==> config.mk <==
export PLATFORM = sky130hd
export DESIGN_NAME = epr_cmd
export DESIGN_NICKNAME = d
export VERILOG_FILES = /design/src/rtl/epr_pkg.sv /design/src/rtl/epr_cmd.sv /design/src/rtl/epr_fill.sv
export VERILOG_INCLUDE_DIRS = /design/src /design/src/rtl
export SDC_FILE = /design/constraint.sdc
export NUM_CORES = 1
export LEC_CHECK = 0
export BUFFER_PORTS_ARGS = -buffer_cell sky130_fd_sc_hd__buf_2
export CAP_MARGIN = 25
export CORE_MARGIN = 2
export CORE_UTILIZATION = 55
export DETAILED_ROUTE_END_ITERATION = 16
export PLACE_DENSITY = 0.82
export SLEW_MARGIN = 0
export SYNTH_ARGS = -nofsm -noshare
export SYNTH_HDL_FRONTEND = slang
export SYNTH_SLANG_ARGS = --single-unit
==> constraint.sdc <==
create_clock -name clk -period 2.7 [get_ports clk]
set_input_delay 0.54 -clock clk [delete_from_list [all_inputs] [get_ports clk]]
set_output_delay 0.54 -clock clk [all_outputs]
set_load 0.01 [all_outputs]
==> src/rtl/epr_consts.svh <==
// Constants of the e-paper command interpreter: codes, reset values, counts.
// Included by the design modules and the bench; definitions only.
`ifndef EPR_CONSTS_SVH
`define EPR_CONSTS_SVH
`define EPR_CMD_BORDER    8'h3c
`define EPR_CMD_WAVEFORM_END_OPTION      8'h3f
`define EPR_CMD_RDOPT     8'h41
`define EPR_CMD_XWIN      8'h44
`define EPR_CMD_YWIN      8'h45
`define EPR_CMD_FILL_RED  8'h46
`define EPR_CMD_FILL_BW   8'h47
`define EPR_CMD_XCNT      8'h4e
`define EPR_CMD_YCNT      8'h4f
`define EPR_CMD_NOP       8'h7f
`define EPR_BORDER_RST    8'hc0
`define EPR_WAVEFORM_END_OPTION_RST      8'h02
`define EPR_WAVEFORM_END_OPTION_HOLD     8'h07
`define EPR_XEND_RST      6'h15
`define EPR_YEND_RST      9'h127
`define EPR_FILL_RST      8'h00
`define EPR_BITS_4W       4'h7
`define EPR_BITS_3W       4'h8
`define EPR_PIN_CS        0
`define EPR_PIN_SCK       1
`define EPR_PIN_SDI       2
`define EPR_PIN_DC        3
`define EPR_PIN_STRAP     4
`define EPR_PINS          5
`define EPR_FILL_ROWS     9'h0c8
`define EPR_FILL_XBYTES   6'h19
`define EPR_STEP_SHIFT0   3
`define EPR_STEP_BIG      3'h5
`endif

==> src/rtl/epr_pkg.sv <==
// Types shared by the e-paper command interpreter and its fill engine.
// Assumes epr_consts.svh is on the include path.
package epr_pkg;
  typedef struct packed {
    logic [1:0] mode;
    logic [1:0] level;
    logic       rsvd;
    logic       gs_ctl;
    logic [1:0] lut;
  } epr_border_t;

  typedef struct packed {
    logic [5:0] x_start;
    logic [5:0] x_end;
    logic [8:0] y_start;
    logic [8:0] y_end;
  } epr_win_t;

  typedef struct packed {
    logic [5:0] x;
    logic [8:0] y;
  } epr_addr_t;

  typedef enum logic {EPR_IDLE, EPR_RUN} epr_fill_st_t;
endpackage : epr_pkg

==> src/rtl/epr_cmd.sv <==
// Serial command interpreter: border, end option, readback select,
// RAM window and address counter, and regular-pattern fill.
// Assumes raw host pins arrive asynchronously; RAMs live outside.
// How it works
// - Border byte mode bits; reset selects high impedance
// - Fixed-level mode bits 5:4 pick level
// - Transition mode bits 1:0 pick table
// - End option 07h holds source outputs
// - Readback bit 0 picks black/white or red
// - X window first byte sets start column
// - X window second byte sets end column
// - Y window four bytes, low then bit 8
// - Y window end row resets to 127h
// - Red fill command fills red RAM, busy
// - Black/white fill; step codes map to sizes
// - Strap picks four-wire or three-wire link
// - Three-wire frames: flag bit then byte
// - Four-wire: MSB first, pin level per byte
`include "epr_consts.svh"
module epr_cmd
  import epr_pkg::*;
(
  input  wire logic       clk,
  input  wire logic       rst_b,
  input  wire logic       cs_b_pin,
  input  wire logic       sclk_pin,
  input  wire logic       sdi_pin,
  input  wire logic       dc_pin,
  input  wire logic       interface_select_strap,
  output epr_border_t     border_r,
  output logic            hold_source_r,
  output logic            read_red_r,
  output epr_win_t        win_r,
  output epr_addr_t       ram_address_counter_r,
  output logic            three_wire_r,
  output logic            busy_r,
  output logic            fill_we_r,
  output logic            fill_red_r,
  output epr_addr_t       fill_addr_r,
  output logic [7:0]      fill_data_r
);
  logic [`EPR_PINS-1:0] s1_r, s2_r, s3_r, lvl_r;
  logic [3:0]           bit_r;
  logic [6:0]           sh_r;
  logic                 flag_r;
  logic                 byte_v_r;
  logic [7:0]           byte_r;
  logic                 is_data_r;
  logic [7:0]           cmd_r;
  logic [1:0]           idx_r;
  logic                 full_r;
  logic                 fill_go_r;
  logic                 fill_go_red_r;
  logic [7:0]           fill_par_r;
  logic                 sck_rise;
  logic                 sdi;
  logic [3:0]           last_bit;
  epr_fill_st_t         fill_st;

  // Three flops per pin; a level counts once stages two and three agree
  for (genvar g = 0; g < `EPR_PINS; g++) begin : g_sync
    always_ff @(posedge clk or negedge rst_b) begin
      // Reset to idle levels; a strap stage reset high would flash three-wire mode
      if (!rst_b) begin
        s1_r[g]  <= 1'(g == `EPR_PIN_CS);
        s2_r[g]  <= 1'(g == `EPR_PIN_CS);
        s3_r[g]  <= 1'(g == `EPR_PIN_CS);
        lvl_r[g] <= 1'(g == `EPR_PIN_CS);
      end else begin
        s1_r[g] <= (g == `EPR_PIN_CS) ? cs_b_pin :
                   (g == `EPR_PIN_SCK) ? sclk_pin :
                   (g == `EPR_PIN_SDI) ? sdi_pin :
                   (g == `EPR_PIN_DC) ? dc_pin : interface_select_strap;
        s2_r[g] <= s1_r[g];
        s3_r[g] <= s2_r[g];
        if (s2_r[g] == s3_r[g]) begin
          lvl_r[g] <= s3_r[g];
        end
      end
    end
  end

  assign sck_rise = !lvl_r[`EPR_PIN_SCK] && s2_r[`EPR_PIN_SCK] && s3_r[`EPR_PIN_SCK];
  assign sdi      = s3_r[`EPR_PIN_SDI];
  assign last_bit = three_wire_r ? `EPR_BITS_3W : `EPR_BITS_4W;

  // Mode only changes while no frame is open, so a byte never mixes modes
  always_ff @(posedge clk or negedge rst_b) begin
    if (!rst_b) begin
      three_wire_r <= 1'b0;
    end else if (lvl_r[`EPR_PIN_CS] && s2_r[`EPR_PIN_STRAP] == s3_r[`EPR_PIN_STRAP]) begin
      three_wire_r <= s3_r[`EPR_PIN_STRAP];
    end
  end

  always_ff @(posedge clk or negedge rst_b) begin
    if (!rst_b) begin
      bit_r     <= 4'h0;
      sh_r      <= 7'h00;
      flag_r    <= 1'b0;
      byte_v_r  <= 1'b0;
      byte_r    <= 8'h00;
      is_data_r <= 1'b0;
    end else begin
      byte_v_r <= 1'b0;
      if (lvl_r[`EPR_PIN_CS]) begin
        bit_r <= 4'h0;
      end else if (sck_rise) begin
        if (three_wire_r && bit_r == 4'h0) begin
          flag_r <= sdi;
          bit_r  <= 4'h1;
        end else if (bit_r == last_bit) begin
          bit_r     <= 4'h0;
          byte_v_r  <= 1'b1;
          byte_r    <= {sh_r, sdi};
          // Pin ignored in three-wire, the host holds it low there
          is_data_r <= three_wire_r ? flag_r : lvl_r[`EPR_PIN_DC];
        end else begin
          sh_r  <= {sh_r[5:0], sdi};
          bit_r <= bit_r + 4'h1;
        end
      end
    end
  end

  always_ff @(posedge clk or negedge rst_b) begin
    if (!rst_b) begin
      cmd_r  <= `EPR_CMD_NOP;
      idx_r  <= 2'h0;
      full_r <= 1'b0;
    end else if (byte_v_r) begin
      if (!is_data_r) begin
        cmd_r  <= byte_r;
        idx_r  <= 2'h0;
        full_r <= 1'b0;
      end else if (idx_r != 2'h3) begin
        idx_r <= idx_r + 2'h1;
      end else begin
        full_r <= 1'b1;
      end
    end
  end

  always_ff @(posedge clk or negedge rst_b) begin
    if (!rst_b) begin
      border_r      <= `EPR_BORDER_RST;
      hold_source_r <= (`EPR_WAVEFORM_END_OPTION_RST == `EPR_WAVEFORM_END_OPTION_HOLD);
      read_red_r    <= 1'b0;
    end else if (byte_v_r && is_data_r && idx_r == 2'h0) begin
      if (cmd_r == `EPR_CMD_BORDER) begin
        border_r <= byte_r;
      end else if (cmd_r == `EPR_CMD_WAVEFORM_END_OPTION) begin
        hold_source_r <= (byte_r == `EPR_WAVEFORM_END_OPTION_HOLD);
      end else if (cmd_r == `EPR_CMD_RDOPT) begin
        read_red_r <= byte_r[0];
      end
    end
  end

  always_ff @(posedge clk or negedge rst_b) begin
    if (!rst_b) begin
      win_r <= '{x_start: 6'h00, x_end: `EPR_XEND_RST,
                 y_start: 9'h000, y_end: `EPR_YEND_RST};
      ram_address_counter_r <= '0;
    end else if (byte_v_r && is_data_r) begin
      if (cmd_r == `EPR_CMD_XWIN) begin
        if (idx_r == 2'h0) begin
          win_r.x_start <= byte_r[5:0];
        end else if (idx_r == 2'h1) begin
          win_r.x_end <= byte_r[5:0];
        end
      end else if (cmd_r == `EPR_CMD_YWIN) begin
        case (idx_r)
          2'h0: win_r.y_start[7:0] <= byte_r;
          2'h1: win_r.y_start[8]   <= byte_r[0];
          2'h2: win_r.y_end[7:0]   <= byte_r;
          default: begin
            // Bytes past the fourth must not touch the end row
            if (!full_r) begin
              win_r.y_end[8] <= byte_r[0];
            end
          end
        endcase
      end else if (cmd_r == `EPR_CMD_XCNT && idx_r == 2'h0) begin
        ram_address_counter_r.x <= byte_r[5:0];
      end else if (cmd_r == `EPR_CMD_YCNT) begin
        if (idx_r == 2'h0) begin
          ram_address_counter_r.y[7:0] <= byte_r;
        end else if (idx_r == 2'h1) begin
          ram_address_counter_r.y[8] <= byte_r[0];
        end
      end
    end
  end

  // A fill request while one runs is dropped; the host must wait on busy
  always_ff @(posedge clk or negedge rst_b) begin
    if (!rst_b) begin
      fill_go_r     <= 1'b0;
      fill_go_red_r <= 1'b0;
      fill_par_r    <= `EPR_FILL_RST;
    end else begin
      fill_go_r <= 1'b0;
      if (byte_v_r && is_data_r && idx_r == 2'h0 && fill_st == EPR_IDLE &&
          (cmd_r == `EPR_CMD_FILL_RED || cmd_r == `EPR_CMD_FILL_BW)) begin
        fill_go_r     <= 1'b1;
        fill_go_red_r <= (cmd_r == `EPR_CMD_FILL_RED);
        fill_par_r    <= byte_r;
      end
    end
  end

  epr_fill u_fill (
    .clk    (clk),
    .rst_b  (rst_b),
    .go     (fill_go_r),
    .red    (fill_go_red_r),
    .par    (fill_par_r),
    .st_r   (fill_st),
    .we_r   (fill_we_r),
    .red_r  (fill_red_r),
    .addr_r (fill_addr_r),
    .data_r (fill_data_r)
  );

  always_ff @(posedge clk or negedge rst_b) begin
    if (!rst_b) begin
      busy_r <= 1'b0;
    end else begin
      busy_r <= fill_go_r || (fill_st == EPR_RUN) || fill_we_r;
    end
  end

  border_mode_a: assert property (@(posedge clk) disable iff (!rst_b)
    byte_v_r && is_data_r && idx_r == 2'h0 && cmd_r == `EPR_CMD_BORDER
    |=> border_r.mode == $past(byte_r[7:6]))
    else $error("border mode not taken from parameter");
  border_level_a: assert property (@(posedge clk) disable iff (!rst_b)
    byte_v_r && is_data_r && idx_r == 2'h0 && cmd_r == `EPR_CMD_BORDER
    |=> border_r.level == $past(byte_r[5:4]))
    else $error("border level not taken from parameter");
  border_lut_a: assert property (@(posedge clk) disable iff (!rst_b)
    byte_v_r && is_data_r && idx_r == 2'h0 && cmd_r == `EPR_CMD_BORDER
    |=> border_r.lut == $past(byte_r[1:0]))
    else $error("border table select wrong");
  waveform_end_option_hold_a: assert property (@(posedge clk) disable iff (!rst_b)
    byte_v_r && is_data_r && idx_r == 2'h0 && cmd_r == `EPR_CMD_WAVEFORM_END_OPTION
    |=> hold_source_r == ($past(byte_r) == `EPR_WAVEFORM_END_OPTION_HOLD))
    else $error("end option hold wrong");
  read_sel_a: assert property (@(posedge clk) disable iff (!rst_b)
    byte_v_r && is_data_r && idx_r == 2'h0 && cmd_r == `EPR_CMD_RDOPT
    |=> read_red_r == $past(byte_r[0]))
    else $error("readback select wrong");
  xwin_end_a: assert property (@(posedge clk) disable iff (!rst_b)
    byte_v_r && is_data_r && idx_r == 2'h1 && cmd_r == `EPR_CMD_XWIN
    |=> win_r.x_end == $past(byte_r[5:0]) && $stable(win_r.x_start))
    else $error("x window end wrong");
  ywin_hi_a: assert property (@(posedge clk) disable iff (!rst_b)
    byte_v_r && is_data_r && idx_r == 2'h1 && cmd_r == `EPR_CMD_YWIN
    |=> win_r.y_start[8] == $past(byte_r[0]) && $stable(win_r.y_end))
    else $error("y window start bit 8 wrong");
  fill_busy_a: assert property (@(posedge clk) disable iff (!rst_b)
    fill_go_r |=> busy_r [*8])
    else $error("busy not raised for fill");
  nop_quiet_a: assert property (@(posedge clk) disable iff (!rst_b)
    byte_v_r && !is_data_r && byte_r == `EPR_CMD_NOP
    |=> $stable(border_r) && $stable(win_r) && !fill_go_r)
    else $error("no-operation changed state");
endmodule : epr_cmd

==> src/rtl/epr_fill.sv <==
// Regular-pattern fill engine: walks every byte of one image RAM.
// Assumes a RAM outside that takes one byte per we_r pulse.
`include "epr_consts.svh"
module epr_fill
  import epr_pkg::*;
(
  input  wire logic       clk,
  input  wire logic       rst_b,
  input  wire logic       go,
  input  wire logic       red,
  input  wire logic [7:0] par,
  output epr_fill_st_t    st_r,
  output logic            we_r,
  output logic            red_r,
  output epr_addr_t       addr_r,
  output logic [7:0]      data_r
);
  logic [7:0] par_r;
  logic [5:0] xb_r;
  logic [8:0] y_r;
  logic [7:0] data_nxt;
  logic       last;

  // Codes 101 to 111 mean 200 pixels: the whole panel, so never toggles
  function automatic logic step_bit(input logic [8:0] pos, input logic [2:0] code);
    logic [8:0] sh;
    sh = pos >> (code + 3'(`EPR_STEP_SHIFT0));
    step_bit = (code >= `EPR_STEP_BIG) ? 1'b0 : sh[0];
  endfunction : step_bit

  always_comb begin
    for (int i = 0; i < 8; i++) begin
      data_nxt[7-i] = par_r[7] ^ step_bit({xb_r, 3'(i)}, par_r[2:0])
                      ^ step_bit(y_r, par_r[6:4]);
    end
  end

  assign last = (xb_r == `EPR_FILL_XBYTES - 6'h01) && (y_r == `EPR_FILL_ROWS - 9'h001);

  always_ff @(posedge clk or negedge rst_b) begin
    if (!rst_b) begin
      st_r  <= EPR_IDLE;
      par_r <= `EPR_FILL_RST;
      red_r <= 1'b0;
      xb_r  <= 6'h00;
      y_r   <= 9'h000;
    end else begin
      case (st_r)
        EPR_IDLE: begin
          if (go) begin
            st_r  <= EPR_RUN;
            par_r <= par;
            red_r <= red;
            xb_r  <= 6'h00;
            y_r   <= 9'h000;
          end
        end
        EPR_RUN: begin
          if (last) begin
            st_r <= EPR_IDLE;
          end else if (xb_r == `EPR_FILL_XBYTES - 6'h01) begin
            xb_r <= 6'h00;
            y_r  <= y_r + 9'h001;
          end else begin
            xb_r <= xb_r + 6'h01;
          end
        end
        default: st_r <= EPR_IDLE;
      endcase
    end
  end

  always_ff @(posedge clk or negedge rst_b) begin
    if (!rst_b) begin
      we_r   <= 1'b0;
      addr_r <= '0;
      data_r <= 8'h00;
    end else begin
      we_r   <= (st_r == EPR_RUN);
      addr_r <= '{x: xb_r, y: y_r};
      data_r <= data_nxt;
    end
  end
endmodule : epr_fill

==> metrics.md, run 1 <==
| Metric | Value |
|---|---|
| Antenna-violating nets left | 0 |
| Fillers | 838 |
| DR vias | 4268 |
| DR pass1 iterations | 5 |
| Maxcap violations | 0 |
| First-pass GRT wire length | about 21000 um |
| Iteration-0 DRC Markers | 259 |
| Die Y | 114 um |
| Highest-count cells in the layout ignoring fill and taps | dfrtp_1 (144), buf_2 (87), mux2_2 (86) |
| Postcts setup bufs | 0 |
| Worst hold path class | primary input to async pin |
| Crit path cell chain | inv_1 > ha_1 > or4b_2 > o22ai_1 > a22oi_2 > xnor2_4 > xor2_1 |
| Cells after synthesis | approximately 500 |
| Slew @ Worst Pin | 671 ps |
| Setup-failing EPs final | 0 |
| Pwr dens | 633 nW/um^2 |
| Worst reg2reg path endpoint | u_fill.data_r[2] |
| Routed wire length per instance | 17.0 um |
| Synth Register Bits | 165 |
| Clk_lat worst skew | 440 ps |
| Comb pwr share | 2.6% |
| DRC viols | 0 |
| Final worst path period share | between 80% and 90% |
| Outcome | finished clean |
| ANT cells | 0 |
| Flop-to-flop setup slack | roughly 360 ps |
| Fin worst setup slack | approximately 360 ps |
| Row cnt | 40 |
| Core Area | roughly 12000 sq um |
| Sw Share | between 20% and 30% |
| CTS clk-pin slew, worst paths | 70 ps |
| Post-CTS Resized | 0 |
| Family with the most delay on the worst path | simple AND/OR/NAND/NOR gates |
| GP Congestion | 0.837 |
| Bufs and invs on worst path | 1 |
| Critical path's slowest cell | or4b_2 |
| Ys Warns | 0 |
| Sequential share of power | approximately half |
| Max Fclk | roughly 430 MHz |
| Grt ovf | 0 |
| Minimum clock period | ~2300 ps |
| Ratio of cells with drive above 1 in the final layout | around two fifths |
| H-tree depth | 4 |
| Die area | 13100 sq um |
| Routed vias/inst | 5.65 |
| IO buf count | 88 |
| Worst flop-to-flop path startpoint | u_fill.par_r[4] |
| Relative slew margins | 55.3% |
| # clock sinks | 165 |
| Synthesized net count | a little over 500 |
| Fraction of registers with async set/reset | 100% |
| CTS tree | done |
| Initial antenna violation count | 0 |
| CTS root buffer | clkbuf_16 |
| WP data arrival | 2690 ps |
| Detailed Place HPWL | 8580 um |
| Crit end category | register |
| Setup TNS | 0 ps |
| Pre-CTS WS | 376 ps |
| Overall routing resource usage | 21.4% |
| Synth-to-layout area growth | 18.2% |
| Max Slew Vio Count | 0 |
| Largest stage delay on the critical path | ~630 ps |
| Largest net degree at the start of global routing | 77 |
| Worst vdd ir | 0.454 mV |
| Seq/Total Area, Yosys | 61.9% |
| Clock Power Share | 46.0% |
| Initial core utilization | 56.1% |
| Unrepaired setup endpoints after global routing | no |
| Ys flop type | dfrtp_1 |
| Worst Skew | 9.61 ps |
| Vias in the first global route | between 4k and 5k |
| Worst Setup Path Type | register to register |
| Chip Width | 114 um |
| Hold_buf cts | 0 |
| Mean Syn Cell Area | ~14 sq um |
| CTS buffer count | 17 |
| Most common cell after layout, fill and taps aside | dfrtp_1 |
| IO Count | just under 90 |
| Longest Clk Path Bufs | 2 |
| Leakage dissipation | 4.05 nW |
| Reg2reg path depth | 7 |
| Yosys cell types | between 50 and 60 |
| Crit path launch type | register |
| Final wirelength | ~13000 um |
| CP required | just over 3000 ps |
| # nets final | 617 |
| P_int | 3.83 mW |
| Switching power total | 1.19 mW |
| Cell area after synthesis | roughly 6700 sq um |
| Final hold vios | 0 |
| CP max FO | 8 |
| Number of flops mapped to enable cells by yosys | 0 |
[worst register-to-register path, delay by kind of cell (launching register included)]
family,cells,cell delay [ps]
buffers and inverters,1,100
adders and majority gates,1,240
DFF,1,440
xor gates and xnor gates,2,530
and+or+nand+nor,1,630
AOI/OAI and AO/OA,2,330
[metrics by stage]
step,power (mW),util (%),std cells,cell area [sq um],hold slack [ps]
after floorplan,2.67,-,497,6710,244
after global routing,5.18,66.3,756,7930,176
after CTS,5.07,66.3,756,7930,140
after detailed placement,2.76,61.5,724,7350,337
after global placement,2.75,61.5,724,7350,333
final,5.02,66.3,756,7930,119
[final cells by class]
type | count | area, sq um | share of cell area, %
inverter | 16 | 60.1 | 0.757
clock inverter | 14 | 139 | 1.75
sequential | 165 | 4160 | 52.4
clock buffer | 18 | 439 | 5.54
multi-input combinational | 302 | 2440 | 30.7
timing repair buffer | 94 | 517 | 6.52
tap | 147 | 184 | 2.32
[power by group through the flow]
stage	registers [mW]	clock network (mW)	logic, mW
2_1_floorplan	2.61	0	0.0605
3_3_place_gp	2.62	0	0.126
3_5_place_dp	2.63	0	0.133
4_1_cts	2.58	2.36	0.134
5_1_grt	2.59	2.45	0.147
6_report	2.58	2.31	0.128
[cell usage after synthesis (5+ instances only)]
library cell,number,area share (%)
dfrtp_1,144,54
xnor2_1,8,1.0
clkbuf_1,10,0.56
mux2i_1,5,0.75
mux2_2,86,14
nand2b_1,6,0.56
nand2_1,41,2.3
nand3b_1,6,0.67
xor2_1,6,0.78
inv_1,16,0.89
ha_1,14,2.6
o21ai_0,17,1.3
dfstp_2,21,8.2
a21oi_1,15,1.1
nand3_1,8,0.60
nor2_1,16,0.89
[per-layer routing]
metal / part of all wire, % / vias to the layer above / global-route usage [%]
li1: - / 1966 / -
met1: 43 / 2162 / 26.9
met2: 50 / 120 / 34.6
met3: 4.8 / 20 / 5.82
met4: 1.8 / 0 / 10.1
met5: 0 / - / 0
[sequential cells by signal, indices dropped and copies added, names as in the netlist, 4 cells and up]
| name | cells |
|---|---|
| bit_r | 4 |
| cmd_r | 8 |
| sh_r | 7 |
| u_fill.par_r | 7 |
| s2_r | 5 |
| win_r | 30 |
| byte_r | 8 |
| s3_r | 4 |
| u_fill.xb_r | 6 |
| u_fill.addr_r | 15 |
| ram_address_counter_r | 15 |
| u_fill.data_r | 8 |
| fill_par_r | 7 |
| border_r | 8 |
| u_fill.y_r | 9 |
| s1_r | 5 |
[logic make-up after synthesis]
family                   synth area share, %
XOR/XNOR                                2.24
AND/OR/NAND/NOR                         10.0
AO/OA/AOI/OAI                           5.13
multiplexers                            15.8
adder cells (fa/ha/maj)                 3.06
flip-flops                              61.9
buffers and inverters                   1.77
[worst max-delay path by stage]
| stage | from | slack [ps] | cells past startpoint | end |
|---|---|---|---|---|
| 2_1_floorplan | cmd_r[6] | 530 | 5 | fill_go_red_r |
| 3_3_place_gp | cmd_r[6] | 460 | 4 | win_r[9] |
| 3_5_place_dp | u_fill.par_r[4] | 380 | 7 | u_fill.data_r[2] |
| 4_1_cts | u_fill.par_r[4] | 350 | 7 | u_fill.data_r[2] |
| 5_1_grt | u_fill.par_r[4] | 240 | 7 | u_fill.data_r[2] |
| 6_report | u_fill.par_r[4] | 360 | 7 | u_fill.data_r[2] |
No activity file was read; power rests on OpenSTA's default activity.
==> inputs of run 2 (changes only) <==
REMOVE_ABC_BUFFERS = 1   (was not set)
==> metrics.md, run 2 (synthesis gave the netlist of run 1 again) <==
| Metric | Value |
|---|---|
| Post-placement cell area | 7350 sq um (about the same) |
| Core Area | 12000 sq um (unchanged) |
| Die area | 13100 sq um (unchanged) |
| Sequential share of power | 51.5% (about the same) |
| Post-CTS Resized | 0 (unchanged) |
| Largest net degree at the start of global routing | 63 (-18%) |
| Crit path capture | u_fill.data_r[2] |
| Most common cell after layout, fill and taps aside | dfrtp_1 |
| Iteration-0 DRC Markers | 234 (-9.7%) |
| Die Y | 114 um (unchanged) |
| Setup-failing EPs final | 0 (unchanged) |
| Crit path launch type | register |
| IO buf count | 88 (unchanged) |
| Leakage dissipation | 4.04 nW (-0.30%) |
| Ratio of cells with drive above 1 in the final layout | 40.5% (-0.066 points) |
| Max reg flops | 30 (unchanged) |
| Relative slew margins | 61.9% (+6.7 points) |
| Clock Power Share | 45.9% (about the same) |
| Routed wire length per instance | 16.7 um (-1.5%) |
| Slew @ Worst Pin | 571 ps (-100 ps) |
| Detailed Place HPWL | 8630 um (+0.52%) |
| Maxcap violations | 0 (unchanged) |
| Chip Width | 114 um (unchanged) |
| Worst reg2reg path endpoint | u_fill.data_r[2] |
| Hold_buf cts | 0 (unchanged) |
| Switching power total | 1.12 mW (-5.2%) |
| Worst Setup Path Type | register to register |
| H-tree depth | 4 (unchanged) |
| Final worst path period share | 87.3% (+0.56 points) |
| Row cnt | 40 (unchanged) |
| CTS tree | done |
| Initial antenna violation count | 0 (unchanged) |
| Synth-to-layout area growth | 18.0% |
| ANT cells | 0 (unchanged) |
| DRC viols | 0 (unchanged) |
| Vias in the first global route | 4331 (-0.67%) |
| First-pass GRT wire length | 21300 um (-0.74%) |
| Top flop regs | win_r x30, ram_address_counter_r x15, u_fill.addr_r x15 |
| P_int | 3.88 mW (+1.3%) |
| Crit end category | register |
| IO Count | 89 (unchanged) |
| # nets final | 618 (+0.16%) |
| CTS clk-pin slew, worst paths | 60 ps (about the same) |
| DR vias | 4230 (-0.89%) |
| Pwr dens | 632 nW/um^2 (about the same) |
| Clk_lat worst skew | 420 ps (-20 ps) |
| Unrepaired setup endpoints after global routing | no |
| Max Fclk | 424 MHz (-0.64%) |
| Worst hold path class | primary input to async pin |
| Reg2reg path depth | 6 (-1) |
| Initial core utilization | 56.1% (unchanged) |
| Worst Setup SP | u_fill.par_r[4] |
| CP max FO | 8 (unchanged) |
| Highest-count cells in the layout ignoring fill and taps | dfrtp_1 (144), buf_2 (87), mux2_2 (86) |
| CP required | 3030 ps (-20 ps) |
| CTS root buffer | clkbuf_16 |
| Setup TNS | 0 ps (unchanged) |
| Worst flop-to-flop path startpoint | u_fill.par_r[4] |
| Minimum clock period | 2360 ps (+15.1 ps) |
| Sw Share | 22.4% (-1.2 points) |
| Outcome | finished clean |
| Comb pwr share | 2.6% (about the same) |
| Largest Register | win_r |
| CTS buffer count | 17 (unchanged) |
| GP Congestion | 0.846 (+1.1%) |
| # clock sinks | 165 (unchanged) |
| Routed vias/inst | 5.59 (-1.0%) |
| Grt ovf | 0 (unchanged) |
| Overall routing resource usage | 21.1% (-0.33 points) |
| Cell area after layout | 7920 sq um (-0.13%) |
| Worst vdd ir | 0.624 mV (+38%) |
| Max Slew Vio Count | 0 (unchanged) |
| Longest Clk Path Bufs | 2 (unchanged) |
| WP data arrival | 2690 ps (about the same) |
| Postcts setup bufs | 0 (unchanged) |
| Antenna-violating nets left | 0 (unchanged) |
| Final wirelength | 12700 um (-1.4%) |
| Flop-to-flop setup slack | 340 ps (-20 ps) |
| DR pass1 iterations | 4 (-1) |
| Worst Skew | 7.90 ps (-1.71 ps) |
| Final hold vios | 0 (unchanged) |
==> run 2: changes by cell type in the layout (fill, tap and decap cells not counted), moves of 2 or more <==
cell	delta
clkinv_8	-2
clkinvlp_4	+3
inv_6	-2
buf_4	+2
==> run 2: worst min-delay path by stage <==
stage / endpoint / slack, ps / cells past startpoint
CTS: u_fill.addr_r[8] / 100 / 1
finish: u_fill.addr_r[6] / 90 / 1
detailed placement: s2_r[3] / 340 / 0
global route: u_fill.y_r[8] / 120 / 1
global placement: s2_r[1] / 330 / 0
floorplan: bit_r[0] / 240 / 0
==> run 2: layout make-up <==
type / instances / area (sq um)
clock inverters: 14 / 144
flip-flops and latches: 165 / 4160
clock buffers: 18 / 429
multi-input cells: 302 / 2440
well taps: 147 / 184
inverters: 16 / 60.1
repair buffers: 95 / 512
fillers: 842 / 4040
==> run 2: power groups by stage <==
| stage | combinational [mW] | clock [mW] | sequential (mW) |
|---|---|---|---|
| global placement | 0.124 | 0 | 2.62 |
| detailed placement | 0.131 | 0 | 2.62 |
| finish | 0.128 | 2.30 | 2.58 |
| CTS | 0.133 | 2.34 | 2.58 |
| floorplan | 0.0605 | 0 | 2.61 |
| global route | 0.148 | 2.44 | 2.59 |
==> run 2: per-stage QoR <==
stage          power, mW  util [%]  cells  hold WS, ps  worst slack, ps
2_1_floorplan       2.67         -    483          244              348
4_1_cts             5.06      66.2    757         98.7              352
3_3_place_gp        2.74      61.4    725          333              460
5_1_grt             5.18      66.2    757          122              182
3_5_place_dp        2.76      61.4    725          336              363
6_report            5.01      66.2    757         86.6              344
==> run 2: critical path, stage by stage, from the launching register on <==
cell and delay (ps):
dfrtp_1 440, ha_1 240, or4b_2 670, a22oi_1 250
a22oi_2 130, xnor2_4 330, xor2_1 200
==> run 2: layer usage <==
layer  share of wire (%)  track usage [%]  vias up
met3                 5.1             6.78       23
met2                  51             35.4      112
met1                  41             25.5     2126
li1                    -                -     1969
met5                   0                0        -
met4                 2.0             7.89        0
==> inputs of run 3 (changes only) <==
==> constraint.sdc (replaced) <==
create_clock -name clk -period 3.03 [get_ports clk]
set_input_delay 0.606 -clock clk [delete_from_list [all_inputs] [get_ports clk]]
set_output_delay 0.606 -clock clk [all_outputs]
set_load 0.02 [all_outputs]
==> metrics.md, run 3 (synthesis gave the netlist of run 1 again) <==
| Metric | Value |
|---|---|
| Setup TNS | 0 ps (unchanged) |
| Overall routing resource usage | 21.6% (+0.53 points) |
| Largest Register | win_r |
| Max reg flops | 30 (unchanged) |
| Grt ovf | 0 (unchanged) |
| CTS root buffer | clkbuf_16 |
| Final wirelength | 13100 um (+3.3%) |
| Maxcap violations | 0 (unchanged) |
| Vias in the first global route | 4380 (+1.1%) |
| Max Fclk | 394 MHz (-7.1%) |
| # clock sinks | 165 (unchanged) |
| CP max FO | 9 (+1) |
| CTS buffer count | 17 (unchanged) |
| Slew @ Worst Pin | 744 ps (+173 ps) |
| Die area | 13100 sq um (unchanged) |
| Relative slew margins | 50.3% (-12 points) |
| Worst flop-to-flop path startpoint | cmd_r[6] |
| Initial antenna violation count | 0 (unchanged) |
| Unrepaired setup endpoints after global routing | no |
| Hold_buf cts | 0 (unchanged) |
| Largest net degree at the start of global routing | 74 (+17%) |
| Leakage dissipation | 4.08 nW (+1.1%) |
| Post-CTS Resized | 0 (unchanged) |
| Row cnt | 40 (unchanged) |
| Pre-CTS WS | 492 ps (+130 ps) |
| Fin worst setup slack | 495 ps (+151 ps) |
| Antenna-violating nets left | 0 (unchanged) |
| Final hold vios | 0 (unchanged) |
| CTS tree | done |
| Routed wire length per instance | 17.3 um (+3.5%) |
| CP required | 3340 ps (+310 ps) |
| Top flop regs | win_r x30, ram_address_counter_r x15, u_fill.addr_r x15 |
| Reg2reg path depth | 4 (-2) |
| Worst Skew | 7.56 ps (-0.337 ps) |
| Die Y | 114 um (unchanged) |
| IO Count | 89 (unchanged) |
| Routed vias/inst | 5.54 (-0.89%) |
| Max Slew Vio Count | 0 (unchanged) |
| WP data arrival | 2840 ps (+150 ps) |
| Longest Clk Path Bufs | 2 (unchanged) |
| GP Congestion | 0.841 (-0.65%) |
| DR vias | 4187 (-1.0%) |
| DRC viols | 0 (unchanged) |
| Iteration-0 DRC Markers | 233 (-0.43%) |
| DR pass1 iterations | 4 (unchanged) |
| CTS clk-pin slew, worst paths | 70 ps (about the same) |
| Pwr dens | 595 nW/um^2 (-5.9%) |
| Worst vdd ir | 0.570 mV (-8.7%) |
| Core Area | 12000 sq um (unchanged) |
| Detailed Place HPWL | 8590 um (-0.38%) |
| Ratio of cells with drive above 1 in the final layout | 40.6% (+0.066 points) |
| Chip Width | 114 um (unchanged) |
| Worst Setup Path Type | register to register |
| Highest-count cells in the layout ignoring fill and taps | dfrtp_1 (144), buf_2 (87), mux2_2 (86) |
| H-tree depth | 4 (unchanged) |
| Synth-to-layout area growth | 19.1% |
| IO buf count | 88 (unchanged) |
| # nets final | 617 (-0.16%) |
| Clk_lat worst skew | 430 ps (about the same) |
| Worst reg2reg path endpoint | fill_go_red_r |
| Setup-failing EPs final | 0 (unchanged) |
| First-pass GRT wire length | 21700 um (+2.1%) |
| Final worst path period share | 83.7% (-3.6 points) |
| Minimum clock period | 2540 ps (+179 ps) |
| Outcome | finished clean |
| Postcts setup bufs | 0 (unchanged) |
| ANT cells | 0 (unchanged) |
| Flop-to-flop setup slack | 490 ps (+150 ps) |
| Total power | 4.76 mW (-5.0%) |
| Most common cell after layout, fill and taps aside | dfrtp_1 |
| Initial core utilization | 56.1% (unchanged) |
| Crit end category | register |
| Crit path launch type | register |
| Worst hold path class | primary input to async pin |
## run 3: cell count changes in the layout (fill, tap and decap cells not counted)
cell and delta:
inv_6 -1, clkinvlp_4 -3, clkbuf_1 -1, inv_8 +1, clkbuf_8 +1, bufinv_16 +3
buf_4 -1
## run 3: worst max path at each step
stage	startpoint	endpoint	slack (ps)	depth (start not counted)
after floorplan	cmd_r[6]	fill_go_red_r	680	4
after detailed placement	cmd_r[6]	fill_par_r[2]	490	4
after global routing	cmd_r[6]	fill_go_red_r	400	4
after global placement	cmd_r[6]	fill_par_r[0]	600	4
final	cmd_r[6]	fill_go_red_r	490	4
after CTS	cmd_r[6]	fill_go_red_r	480	4
## run 3: worst max-delay path, stage by stage (launching register included)
cell and delay [ps]:
dfstp_2 530, or4b_4 490, or3_4 400, nor3b_2 580
mux2_2 410
## run 3: through the flow
step / cells / hold slack [ps] / util (%) / cell area (sq um)
floorplan: 483 / 310 / - / 6650
global placement: 724 / 333 / 61.4 / 7340
detailed placement: 724 / 337 / 61.4 / 7340
CTS: 756 / 204 / 66.8 / 7990
global route: 756 / 224 / 66.8 / 7990
finish: 756 / 167 / 66.8 / 7990
## run 3: cell type report
cell class	instances	area [sq um]
tap	147	184
multi-input combinational	302	2440
inverter	16	60.1
timing repair buffer	94	504
clock buffer	18	439
sequential	165	4160
fill	830	3970
clock inverter	14	214
## run 3: per-layer routing
layer  vias up  global-route usage [%]  part of all wire [%]
li1       1959                       -                     -
met1      2090                    26.7                    43
met2       110                    35.7                    51
met3        28                    6.56                   4.4
met4         0                    8.54                   1.7
met5         -                       0                     0
## run 3: power breakdown
part | total [mW] | internal (mW) | leakage [nW] | switching (mW)
sequential | 2.30 | 2.26 | 2.19 | 0.0392
combinational | 0.116 | 0.0497 | 1.57 | 0.0663
clock | 2.34 | 1.43 | 0.317 | 0.914
